===== src/include/demod_setup_pkg.sv =====
// Constants for the demodulator setup register bank
package demod_setup_pkg;
   // Target codes in bits 4:0 of each serial word
   localparam logic [4:0] ADDR_RX_CHAIN = 5'h09;
   localparam logic [4:0] ADDR_OFFSET_CAL = 5'h0a;
   localparam logic [4:0] ADDR_READBACK_CMD = 5'h08;
   localparam int ADDR_LSB = 0;
   localparam int ADDR_MSB = 4;
   // Readback command word fields
   localparam int RB_ENABLE_BIT = 31;
   localparam int RB_SEL_LSB = 28;
   localparam logic [2:0] RB_SEL_RX_CHAIN = 3'h1;
   localparam logic [2:0] RB_SEL_OFFSET_CAL = 3'h2;
   // First setup register field positions
   localparam int MIXER_PD_BIT = 5;
   localparam int TEST_BUF_PD_BIT = 7;
   localparam int FILTER_PD_BIT = 8;
   localparam int OFFSET_CAL_PD_BIT = 10;
   localparam int GAIN_LSB = 12;
   localparam int CORNER_LSB = 17;
   localparam int DET_R_BIT = 25;
   localparam int DET_C_BIT = 26;
   localparam int FAST_GAIN_EN_BIT = 27;
   localparam int FAST_GAIN_X2_BIT = 28;
   localparam int OSC_TEST_BIT = 29;
   localparam int ATTEN_BIT = 31;
   // Bits written but ignored: 6, 9, 11, 30
   localparam logic [31:0] RX_CHAIN_IGNORED_MASK = 32'h4000_0a40;
   // Second setup register field positions
   localparam int AUTOCAL_BIT = 5;
   localparam int IDAC_LSB = 6;
   localparam int OFFSET_CAL_WIDTH = 14;
   // Reset values, address bits included; then the gain ceiling and the readback bit count
   localparam logic [31:0] RX_CHAIN_RESET = 32'h0100_fc89;
   localparam logic [13:0] OFFSET_CAL_RESET = 14'h200a;
   localparam logic [4:0] GAIN_MAX = 5'h18;
   localparam logic [5:0] RB_BITS = 6'h20;
endpackage : demod_setup_pkg


===== src/rtl/demod_setup_regs.sv =====
// Serial-loaded setup registers one and two with readback
`timescale 1ns/1ps

// Overview of operation
// Bit 5 set powers down the mixer; default 0.
// Bit 7 set powers down the mixer test buffer; default 1.
// Bit 8 set powers down the baseband filter; default 0.
// Bit 10 set powers down offset calibration logic; default 1.
// Gain code bits 16:12, valid 0 to 24, default 15.
// Corner code bits 24:17, 255 lowest, 0 highest, default 128.
// Bits 26:25 select detector bandwidth 10 MHz, 10 kHz, 1 kHz.
// Low bit enables detector resistor, high bit its capacitor.
// Low bit zero bypasses both elements regardless of high bit.
// Bit 27 enables external fast gain control; default 0.
// Bit 28 doubles the fast gain step; default 0.
// Bit 29 routes the calibration oscillator onto the readback pin.
// Bit 31 switches in the 3 dB output attenuator; default 0.
// Writing bit 5 of register two starts autocal; cleared when done.
// Controller writes the in-phase offset code in bits 13:6; MSB default 1.
// Bits 4:0 select target: 0x09 register one, 0x0a register two.
// Unused bits 6, 9, 11, 30 are ignored by the device.
// Words shift in LSB first on serial clock rising edges.
// Load strobe rising edge copies the shift register to the target.
// Readback: one idle clock, then 32 bits LSB first on rising edges.
module demod_setup_regs
(
   // Clock and reset
   input wire logic clk_i,
   input wire logic reset_i,
   // Three-wire serial link
   input wire logic serial_clk_i,
   input wire logic serial_data_i,
   input wire logic load_strobe_i,
   output logic readback_o,
   // Calibration engine
   input wire logic cal_done_i,
   input wire logic cal_osc_i,
   output logic autocal_start_o,
   output logic [7:0] inphase_offset_dac_code_o,
   // Receive chain controls
   output logic mixer_power_down_o,
   output logic test_buffer_power_down_o,
   output logic filter_power_down_o,
   output logic offset_cal_power_down_o,
   output logic [4:0] baseband_gain_code_o,
   output logic [7:0] corner_freq_code_o,
   output logic detector_resistor_enable_o,
   output logic detector_capacitor_enable_o,
   output logic ext_fast_gain_enable_o,
   output logic fast_gain_double_o,
   output logic output_attenuator_enable_o
);

   typedef struct packed {
      logic [2:0] sclk_sync;
      logic [1:0] sdata_sync;
      logic [2:0] strobe_sync;
      logic [1:0] osc_sync;
      logic [31:0] shift;
      logic [31:0] rx_chain;
      logic [13:0] offset_cal;
      logic rb_armed;
      logic rb_active;
      logic [5:0] rb_count;
      logic [31:0] rb_word;
      logic rb_bit;
      logic pin;
      logic [4:0] gain;
      logic det_cap;
   } state_s;

   state_s q;
   state_s d;

   logic sclk_rise;
   logic strobe_rise;
   logic [4:0] target;
   logic [31:0] rx_chain_view;
   logic [31:0] offset_cal_view;

   // Link pins and cal_osc_i are sampled twice before use (cal_done_i is not); edges come from stages two and three
   assign sclk_rise = q.sclk_sync[1] & ~q.sclk_sync[2];
   assign strobe_rise = q.strobe_sync[1] & ~q.strobe_sync[2];
   assign target = q.shift[demod_setup_pkg::ADDR_MSB:demod_setup_pkg::ADDR_LSB];
   assign rx_chain_view = q.rx_chain;
   assign offset_cal_view = {18'h00000, q.offset_cal};

   always_comb
   begin
      d = q;
      d.sclk_sync = {q.sclk_sync[1:0], serial_clk_i};
      d.sdata_sync = {q.sdata_sync[0], serial_data_i};
      d.strobe_sync = {q.strobe_sync[1:0], load_strobe_i};
      d.osc_sync = {q.osc_sync[0], cal_osc_i};

      // Calibration done clears the start bit; a write below wins
      if (cal_done_i)
      begin
         d.offset_cal[demod_setup_pkg::AUTOCAL_BIT] = 1'b0;
      end

      if (sclk_rise)
      begin
         d.shift = {q.sdata_sync[1], q.shift[31:1]};
         if (q.rb_armed)
         begin
            // First clock after the strobe is idle
            d.rb_armed = 1'b0;
            d.rb_active = 1'b1;
            d.rb_count = 6'h00;
         end
         else if (q.rb_active)
         begin
            d.rb_bit = q.rb_word[q.rb_count[4:0]];
            d.rb_count = q.rb_count + 6'h01;
            if (q.rb_count == demod_setup_pkg::RB_BITS - 6'h01)
            begin
               d.rb_active = 1'b0;
            end
         end
      end

      if (strobe_rise)
      begin
         case (target)
            demod_setup_pkg::ADDR_RX_CHAIN:
            begin
               // Ignored bits keep their defaults
               d.rx_chain = (q.shift & ~demod_setup_pkg::RX_CHAIN_IGNORED_MASK)
                  | (demod_setup_pkg::RX_CHAIN_RESET
                  & demod_setup_pkg::RX_CHAIN_IGNORED_MASK);
               d.rx_chain[demod_setup_pkg::ADDR_MSB:0] =
                  demod_setup_pkg::ADDR_RX_CHAIN;
            end
            demod_setup_pkg::ADDR_OFFSET_CAL:
            begin
               d.offset_cal =
                  q.shift[demod_setup_pkg::OFFSET_CAL_WIDTH-1:0];
               d.offset_cal[demod_setup_pkg::ADDR_MSB:0] =
                  demod_setup_pkg::ADDR_OFFSET_CAL;
            end
            demod_setup_pkg::ADDR_READBACK_CMD:
            begin
               if (q.shift[demod_setup_pkg::RB_ENABLE_BIT])
               begin
                  d.rb_armed = 1'b1;
                  d.rb_active = 1'b0;
                  case (q.shift[demod_setup_pkg::RB_SEL_LSB +: 3])
                     demod_setup_pkg::RB_SEL_RX_CHAIN:
                        d.rb_word = rx_chain_view;
                     demod_setup_pkg::RB_SEL_OFFSET_CAL:
                        d.rb_word = offset_cal_view;
                     default:
                        d.rb_word = 32'h0000_0000;
                  endcase
               end
            end
            default:
            begin
               // Other targets belong to other banks
               d.rb_armed = q.rb_armed;
            end
         endcase
      end

      // Oscillator test overrides normal readback
      if (q.rx_chain[demod_setup_pkg::OSC_TEST_BIT])
      begin
         d.pin = q.osc_sync[1];
      end
      else
      begin
         d.pin = d.rb_bit;
      end

      if (reset_i)
      begin
         d = '0;
         d.rx_chain = demod_setup_pkg::RX_CHAIN_RESET;
         d.offset_cal = demod_setup_pkg::OFFSET_CAL_RESET;
      end

      // Derived controls sit in flops so every output is a clean register
      if (d.rx_chain[demod_setup_pkg::GAIN_LSB +: 5]
         > demod_setup_pkg::GAIN_MAX)
      begin
         // Codes above the top step would overdrive the amplifier
         d.gain = demod_setup_pkg::GAIN_MAX;
      end
      else
      begin
         d.gain = d.rx_chain[demod_setup_pkg::GAIN_LSB +: 5];
      end
      d.det_cap = d.rx_chain[demod_setup_pkg::DET_R_BIT]
         & d.rx_chain[demod_setup_pkg::DET_C_BIT];
   end

   always_ff @(posedge clk_i)
   begin
      q <= d;
   end

   assign readback_o = q.pin;
   assign autocal_start_o = q.offset_cal[demod_setup_pkg::AUTOCAL_BIT];
   assign inphase_offset_dac_code_o =
      q.offset_cal[demod_setup_pkg::IDAC_LSB +: 8];
   assign mixer_power_down_o =
      q.rx_chain[demod_setup_pkg::MIXER_PD_BIT];
   assign test_buffer_power_down_o =
      q.rx_chain[demod_setup_pkg::TEST_BUF_PD_BIT];
   assign filter_power_down_o =
      q.rx_chain[demod_setup_pkg::FILTER_PD_BIT];
   assign offset_cal_power_down_o =
      q.rx_chain[demod_setup_pkg::OFFSET_CAL_PD_BIT];

   // Readback shows the stored code; only the output is held at max
   assign baseband_gain_code_o = q.gain;

   assign corner_freq_code_o =
      q.rx_chain[demod_setup_pkg::CORNER_LSB +: 8];
   assign detector_resistor_enable_o =
      q.rx_chain[demod_setup_pkg::DET_R_BIT];
   assign detector_capacitor_enable_o = q.det_cap;
   assign ext_fast_gain_enable_o =
      q.rx_chain[demod_setup_pkg::FAST_GAIN_EN_BIT];
   assign fast_gain_double_o =
      q.rx_chain[demod_setup_pkg::FAST_GAIN_X2_BIT];
   assign output_attenuator_enable_o =
      q.rx_chain[demod_setup_pkg::ATTEN_BIT];

endmodule : demod_setup_regs


===== config.mk =====
export PLATFORM = sky130hd
export DESIGN_NAME = demod_setup_regs
export DESIGN_NICKNAME = d
export VERILOG_FILES = /design/src/include/demod_setup_pkg.sv /design/src/rtl/demod_setup_regs.sv
export SDC_FILE = /design/constraint.sdc
export NUM_CORES = 1
export LEC_CHECK = 0
export BUFFER_PORTS_ARGS = -buffer_cell sky130_fd_sc_hd__buf_4
export CELL_PAD_IN_SITES_DETAIL_PLACEMENT = 1
export CELL_PAD_IN_SITES_GLOBAL_PLACEMENT = 2
export CORE_MARGIN = 4
export CORE_UTILIZATION = 33
export CTS_CLUSTER_DIAMETER = 40
export DETAILED_ROUTE_END_ITERATION = 6
export PLACE_DENSITY_LB_ADDON = 0.1
export SLEW_MARGIN = 20
export SYNTH_ARGS = -nofsm -noshare
export SYNTH_HDL_FRONTEND = slang
export SYNTH_SLANG_ARGS = --single-unit

===== constraint.sdc =====
create_clock -name clk_i -period 1.7 [get_ports clk_i]
set_input_delay 0.085 -clock clk_i [delete_from_list [all_inputs] [get_ports clk_i]]
set_output_delay 0.085 -clock clk_i [all_outputs]
set_load 0.01 [all_outputs]

==> results.json, run 1 <==
{
  "status": "finished, final reports clean",
  "grt_max_degree": 30,
  "nFillCells": 1539,
  "grt_pass1_vias": 3816,
  "hold_viol": 0,
  "worstHoldPathType": "in -> reg",
  "numCtsBuffers": 17,
  "ys_types": 39,
  "cp-start-kind": "flop",
  "mostFrequentLayoutCell": "dfxtp_1",
  "cp_slowest_stage_delay_ns": 0.35,
  "setup_viol": 0,
  "final_core_util_pct": 42.4,
  "synth-seq-area-share_pct": 52.4,
  "dieArea_mm2": 0.0157,
  "syn2layout_area_growth_pct": 24.5,
  "drive_gt1_share_pct": 21.9,
  "synthesis.nets": 498,
  "path_cells": "nor3b_4 -> nand3_1 -> buf_4 -> mux2i_1 -> nor3_1 -> buf_4 -> a21oi_1",
  "syn_area_mm2": 0.00454,
  "peakVddDrop_v": 0.000671,
  "power.density_mw_per_mm2": 1080,
  "cts_tree": "built",
  "grt_pass1_wl_um": 19900,
  "gp_congestion": 0.793,
  "io_buffers": 38,
  "fp-row-count": 42,
  "fin_crit_ns": 1.61,
  "final_nets": 542,
  "clock.fmax_ghz": 0.622,
  "cpMostUsedCell": "buf_4",
  "fin_setup_tns_ns": 0,
  "critical_path_class": "reg -> reg",
  "cap_violations": 0,
  "min_period_over_period_pct": 94.6,
  "path_delay_family": "simple AND/OR/NAND/NOR gates",
  "die_x_um": 125,
  "crit_buf_inv": 2,
  "cp.required_ns": 2.04,
  "synthCells": 490,
  "max_slew_margin_pct": 71.1,
  "core_area_mm2": 0.0133,
  "cp_max_fo": 4,
  "num_vias": 3534,
  "clk_path_buf_depth": 2,
  "dpl_cell_area_mm2": 0.00503,
  "place_hpwl_um": 8230,
  "die_y_um": 125,
  "wire_per_inst_um": 16.3,
  "synth.avg_cell_area_um2": 9.27,
  "placed_cells": 684,
  "routed_wl_um": 11800,
  "worstMarginPinSlew_ns": 0.433,
  "viasPerCell": 4.89,
  "cp_slowest_cell": "dfxtp_1",
  "fin_area_mm2": 0.00566,
  "antenna_found_initial": 0,
  "endpoint_kind": "flop",
  "drc_errors": 0,
  "grt_overflow": 0,
  "hold_ws_ns": 0.0228,
  "instances_no_fill": 723,
  "fin_skew_ns": 0.0130,
  "layout_common_cells": "117 x dfxtp_1, 110 x nand2_1, 68 x buf_4, 63 x a21oi_1, 19 x a22o_1",
  "antenna_left": 0,
  "clk_pin_slew_ns": 0.05,
  "track_usage_pct": 15.9,
  "cts-root-buf": "clkbuf_16",
  "drt-initial-drc-count": 180,
  "drv_slew": 0,
  "rsz0062_at_grt": "true",
  "ys_warn_count": 0,
  "cts_htree_levels": 4,
  "clock_latency_ns": 0.42,
  "antennaDiodeCount": 0,
  "initial_core_util_pct": 34.0,
  "ys_ff_latch": 119,
  "leakage_nw": 2.28,
  "drt_pre_antenna_iters": 4,
  "ios": 39,
  "cts_sinks": 119,
  "worstPathArrival_ns": 1.95
}
## cells in the mapped netlist (all sizes together)
cell    count  share of area [%]
a222oi      5                1.1
a31o        1               0.19
or3         1               0.14
nor3b       7                1.6
ha          1               0.28
and3        2               0.28
dfxtp     119                 52
nand4b      2               0.72
inv         7               0.58
nand2     110                9.1
nand3b      7                1.2
or4         1               0.17
nor2b      14                1.9
mux2        1               0.25
nand4       3               0.41
and2        3               0.41
buf        31                4.5
o22ai       2               0.28
mux4        6                3.0
nor3        2               0.33
a21o        2               0.33
a22o       19                3.7
mux2i      17                3.7
a211o       1               0.19
a22oi       3               0.50
clkbuf     21                1.7
nand3       8               0.88
a211oi      1               0.17
o21ai      10                1.1
nand2b      3               0.41
a31oi       1               0.14
a21oi      63                6.9
nor2       16                1.3
## through the flow
stage / power [mW] / setup slack (ns)
after global placement: 2.98 / 0.0764
after floorplan: 2.93 / 0.0344
after global routing: 6.38 / -0.0208
final: 6.13 / 0.0918
after detailed placement: 2.99 / 0.0429
after CTS: 6.24 / 0.0193
## flip-flops by register name (all words and copies together), names as in the netlist
name,flops
rx_chain_view,23
q,80
autocal_start_o,1
baseband_gain_code_o,5
inphase_offset_dac_code_o,8
detector_capacitor_enable_o,1
readback_o,1
## area by class of cell
cell class / instances / area [µm²] / share of cell area, %
tap: 176 / 220 / 3.89
inverter: 7 / 26.3 / 0.464
clock inverter: 9 / 50.0 / 0.885
sequential: 119 / 2380 / 42.2
clock buffer: 23 / 488 / 8.63
multi-input combinational: 312 / 1860 / 33.0
timing repair buffer: 77 / 623 / 11.0
## kinds of logic after synthesis
kind of cell               share of synthesized area [%]
and+or+nand+nor                                     18.9
DFF                                                 52.4
AOI/OAI and AO/OA                                   14.6
buffers and inverters                               6.86
muxes                                               6.97
adders and majority gates                          0.275
## worst paths after layout
kind                 from                      end  slack, ns  cells past startpoint
setup / recovery    q[97]  baseband_gain_code_o[0]       0.09                      7
hold / removal    reset_i                    q[13]       0.02                      2
setup reg to reg    q[97]  baseband_gain_code_o[0]       0.09                      7
hold reg to reg    q[132]                   q[125]       0.44                      2
## where the power goes
part,switching [mW],internal (mW),total [mW]
Sequential,0.00452,2.80,2.81
Combinational,0.0857,0.0421,0.128
Clock,1.21,1.99,3.20
Total,1.30,4.84,6.13
## routing by layer
layer	global-route usage [%]	vias to the layer above	share of wire [%]
li1	-	1752	-
met1	20.7	1731	49
met2	25.1	44	47
met3	5.16	7	3.3
met4	5.36	0	0.60
met5	0	-	0
## worst reg2reg max path: cells and delay by family (launching register included)
family                 cells  cell delay [ns]
buffers and inverters      2             0.34
muxes                      1             0.26
DFF                        1             0.35
AOI/OAI and AO/OA          1             0.10
and+or+nand+nor            3             0.50
## repair_timing
action,4_1_cts,5_1_grt
endpoints found under the hold margin,5,0
buffers inserted,0,2
resized for setup,0,8
hold buffers,5,0
endpoints found under the setup margin,0,32
Power figures use the tool's default switching activity.
==> run 2: changes to the inputs <==
CORE_UTILIZATION = 40   (was 33)
clock period = 1.9 ns   (was 1.7 ns; I/O delays follow)
==> results.json, run 2 (synthesized netlist as in run 1, its figures left out) <==
{
  "status": "finished, final reports clean",
  "die_x_um": 115,
  "endpoint_kind": "flop",
  "gp_congestion": 0.753,
  "rrSetupSlack_ns": 0.12,
  "leakage_nw": 2.24,
  "clock.fmax_ghz": 0.562,
  "cp_slowest_stage_delay_ns": 0.35,
  "cp-start-kind": "flop",
  "hp-start": "reset_i",
  "worstPathArrival_ns": 2.08,
  "largest_register_ffs": 80,
  "cts_sinks": 119,
  "rsz0062_at_grt": "false",
  "multi_input_area_mm2": 0.00186,
  "numCtsBuffers": 17,
  "layout_common_cells": "117 x dfxtp_1, 110 x nand2_1, 63 x a21oi_1, 61 x buf_4, 19 x a22o_1",
  "drt_pre_antenna_iters": 5,
  "cts-root-buf": "clkbuf_16",
  "hold_viol": 0,
  "grt_pass1_wl_um": 19500,
  "clk_path_buf_depth": 2,
  "fin_skew_ns": 0.00897,
  "fin_crit_ns": 1.78,
  "worstMarginPinSlew_ns": 0.480,
  "wl_met2_um": 5370,
  "cp_max_fo": 17,
  "clk_pin_slew_ns": 0.05,
  "peakVddDrop_v": 0.000758,
  "final_nets": 532,
  "core_area_mm2": 0.0110,
  "fin_setup_tns_ns": 0,
  "wl_met3_um": 333,
  "clock_latency_ns": 0.41,
  "cts_htree_levels": 4,
  "hold_ws_ns": 0.0232,
  "cp_slowest_cell": "dfxtp_1",
  "viasPerCell": 5.23,
  "syn2layout_area_growth_pct": 22.7,
  "antennaDiodeCount": 0,
  "path_delay_family": "simple AND/OR/NAND/NOR gates",
  "instances_no_fill": 677,
  "grt_pass1_vias": 3708,
  "routed_wl_um": 11500,
  "crit_buf_inv": 1,
  "cp.required_ns": 2.20,
  "hold-path-endpoint": "q[13]",
  "place_hpwl_um": 7600,
  "setup_viol": 0,
  "regMostFlops": "q",
  "dieArea_mm2": 0.0131,
  "drv_slew": 0,
  "placed_cells": 640,
  "power.density_mw_per_mm2": 1060,
  "drt-initial-drc-count": 266,
  "cts_tree": "built",
  "crit_start": "q[97]",
  "initial_core_util_pct": 41.4,
  "worstHoldPathType": "in -> reg",
  "worstRegToRegCells": 5,
  "antenna_found_initial": 0,
  "drt-met1-wl_um": 5620,
  "cap_violations": 0,
  "critical_path_class": "reg -> reg",
  "min_period_over_period_pct": 93.7,
  "drive_gt1_share_pct": 19.9,
  "grt_overflow": 0,
  "drc_errors": 0,
  "ff_latch_area_mm2": 0.00238,
  "wire_per_inst_um": 17.0,
  "routed.top_layer": "met4",
  "hold_depth": 2,
  "fp-row-count": 38,
  "track_usage_pct": 19.2,
  "path_cells": "nor3b_4 -> nand4b_4 -> and2_1 -> buf_4 -> a22o_1",
  "grt_max_degree": 28,
  "r2r_start": "q[97]",
  "mostFrequentLayoutCell": "dfxtp_1",
  "max_slew_margin_pct": 68.0,
  "r2r_end": "q[33]",
  "num_vias": 3538,
  "die_y_um": 115,
  "io_buffers": 38,
  "antenna_left": 0,
  "nFillCells": 1234,
  "ios": 39
}
run 2: metrics by stage:
step | total power, mW | cell area, µm² | worst slack, ns | util, %
finish | 5.88 | 5570 | 0.120 | 50.7
global route | 6.09 | 5570 | 0.00419 | 50.7
CTS | 5.95 | 5570 | 0.0820 | 50.7
detailed placement | 2.66 | 4910 | 0.0949 | 44.7
global placement | 2.66 | 4910 | 0.0999 | 44.7
floorplan | 2.62 | 4540 | 0.234 | -
run 2: area by class of cell:
| class | count | area share [%] |
|---|---|---|
| multi-input combinational | 312 | 33.3 |
| clock inverter | 8 | 2.16 |
| sequential | 119 | 42.8 |
| inverter | 7 | 0.471 |
| clock buffer | 24 | 8.64 |
| tap | 140 | 3.14 |
| timing repair buffer | 67 | 9.47 |
run 2: timing repair:
| action | 4_1_cts | 5_1_grt |
|---|---|---|
| hold buffers | 5 | 0 |
| endpoints found under the setup margin | 0 | 5 |
| resized for setup | 0 | 3 |
| endpoints found under the hold margin | 5 | 0 |
| setup buffers | 0 | 0 |
run 2: power breakdown:
group	switching [mW]	internal [mW]	leakage, nW
Combinational	0.0731	0.0341	0.987
Clock	1.11	2.16	0.290
Sequential	0.00388	2.51	0.961
run 2: how the worst max path moves through the flow:
stage                                         end  depth (start not counted)
after CTS                 baseband_gain_code_o[2]                          5
after global placement                 readback_o                          4
final                                       q[33]                          5
after global routing                        q[18]                          5
after floorplan                              q[7]                          5
after detailed placement  baseband_gain_code_o[0]                          5
run 2: layer usage:
layer | up-vias | GRT usage, %
met1 | 1738 | 25.4
met5 | - | 0
li1 | 1735 | -
met3 | 15 | 5.60
met2 | 50 | 29.8
met4 | 0 | 7.13
==> run 3: changes to the inputs <==
CORE_ASPECT_RATIO = 1.75   (was not set)
==> results.json, run 3 (synthesized netlist as in run 1, its figures left out) <==
{
  "crit_start": "q[41]",
  "min_period_over_period_pct": 91.5,
  "cp_max_fo": 6,
  "antennaDiodeCount": 0,
  "setup_slack_ns": 0.162,
  "numCtsBuffers": 17,
  "antenna_found_initial": 0,
  "clk_path_buf_depth": 2,
  "grt_pass1_vias": 3678,
  "cp_slowest_cell": "mux4_2",
  "crit_end": "readback_o",
  "fp-row-count": 51,
  "num_vias": 3586,
  "rrSetupSlack_ns": 0.16,
  "worstRegToRegCells": 4,
  "wire_per_inst_um": 18.2,
  "worstPathArrival_ns": 2.02,
  "max_slew_margin_pct": 63.2,
  "rsz0062_at_grt": "false",
  "leakage_nw": 2.24,
  "viasPerCell": 5.37,
  "clock_latency_ns": 0.41,
  "drv_slew": 0,
  "cp-start-kind": "flop",
  "cts_setup_buffers": 0,
  "die_x_um": 88.6,
  "instances_no_fill": 668,
  "dieArea_mm2": 0.0132,
  "track_usage_pct": 19.7,
  "cp_slowest_stage_delay_ns": 0.57,
  "r2r_start": "q[41]",
  "endpoint_kind": "flop",
  "fin_setup_tns_ns": 0,
  "regMostFlops": "q",
  "io_buffers": 38,
  "r2r_end": "readback_o",
  "cpMostUsedCell": "o22ai_1",
  "drive_gt1_share_pct": 20.0,
  "power.density_mw_per_mm2": 1060,
  "setup_viol": 0,
  "place_hpwl_um": 8350,
  "drt-initial-drc-count": 109,
  "grt_overflow": 0,
  "layout_common_cells": "119 x dfxtp_1, 110 x nand2_1, 63 x a21oi_1, 61 x buf_4, 19 x a22o_1",
  "worstHoldPathType": "in -> reg",
  "pre_cts_ws_ns": 0.147,
  "status": "finished, final reports clean",
  "clk_pin_slew_ns": 0.05,
  "clock.fmax_ghz": 0.575,
  "placed_cells": 632,
  "mostFrequentLayoutCell": "dfxtp_1",
  "cap_violations": 0,
  "ios": 39,
  "routed_wl_um": 12200,
  "worstMarginPinSlew_ns": 0.551,
  "grt_max_degree": 34,
  "cts-root-buf": "clkbuf_16",
  "drt_pre_antenna_iters": 4,
  "hold_ws_ns": 0.0187,
  "core_area_mm2": 0.0111,
  "grt_pass1_wl_um": 19600,
  "cts_htree_levels": 4,
  "cp.required_ns": 2.18,
  "path_cells": "mux4_2 -> a31o_2 -> o22ai_1 -> o22ai_1",
  "fin_crit_ns": 1.74,
  "syn2layout_area_growth_pct": 22.5,
  "critical_path_class": "reg -> reg",
  "peakVddDrop_v": 0.000675,
  "largest_register_ffs": 80,
  "gp_congestion": 0.792,
  "cts_sinks": 119,
  "antenna_left": 0,
  "hold_viol": 0,
  "die_y_um": 149,
  "fin_skew_ns": 0.00859,
  "initial_core_util_pct": 40.9,
  "cts_tree": "built",
  "drc_errors": 0,
  "final_nets": 531
}
==> run 3: changes by cell type in the layout (fill, tap and decap cells not counted), sizes merged <==
cell,before,now
clkinvlp,2,3
clkbuf,24,22
inv,7,8
dlygate4sd3,5,4
==> run 3: worst min path at each step <==
| stage | start | endpoint | slack (ns) | cells after the start |
|---|---|---|---|---|
| after floorplan | cal_osc_i | q[126] | 0.22 | 1 |
| after global placement | serial_data_i | q[131] | 0.31 | 2 |
| after detailed placement | serial_clk_i | q[133] | 0.32 | 2 |
| after CTS | reset_i | q[97] | 0.005 | 2 |
| after global routing | reset_i | q[94] | 0.02 | 2 |
| final | reset_i | q[97] | 0.02 | 2 |
==> run 3: critical path, delay by kind of cell, from the launching register on <==
family | cells | cell delay [ns]
flops | 1 | 0.51
compound gates | 3 | 0.54
mux | 1 | 0.57
==> run 3: repair_timing <==
| action | 4_1_cts | 5_1_grt |
|---|---|---|
| resized for setup | 0 | 2 |
| hold buffers | 4 | 0 |
| setup endpoints to repair | 0 | 3 |
| endpoints found under the hold margin | 4 | 0 |
==> run 3: area by class of cell <==
class                      count  area (µm²)
clock buffer                  22         474
timing repair buffer          66         518
sequential                   119        2380
clock inverter                10         144
inverter                       7        26.3
fill                        1286        5540
multi-input combinational    312        1850
tap                          132         165
==> run 3: power breakdown <==
group / leakage, nW / switching (mW) / internal (mW)
Sequential: 0.960 / 0.00407 / 2.51
Clock: 0.293 / 1.12 / 2.17
Combinational: 0.986 / 0.0749 / 0.0360
Total: 2.24 / 1.20 / 4.71
==> run 3: per-stage QoR <==
step | instance area, µm² | total power [mW] | utilization, %
after detailed placement | 4900 | 2.67 | 44.2
after CTS | 5560 | 5.99 | 50.1
after floorplan | 4540 | 2.62 | -
after global placement | 4900 | 2.67 | 44.2
final | 5560 | 5.91 | 50.1
after global routing | 5560 | 6.11 | 50.1
==> run 3: metal layers <==
| metal | GRT usage, % | wire, µm | up-vias |
|---|---|---|---|
| met1 | 22.8 | 4950 | 1778 |
| met4 | 7.49 | 313 | 0 |
| met5 | 0 | 0 | - |
| li1 | - | - | 1731 |
| met3 | 4.92 | 360 | 19 |
| met2 | 34.1 | 6530 | 58 |
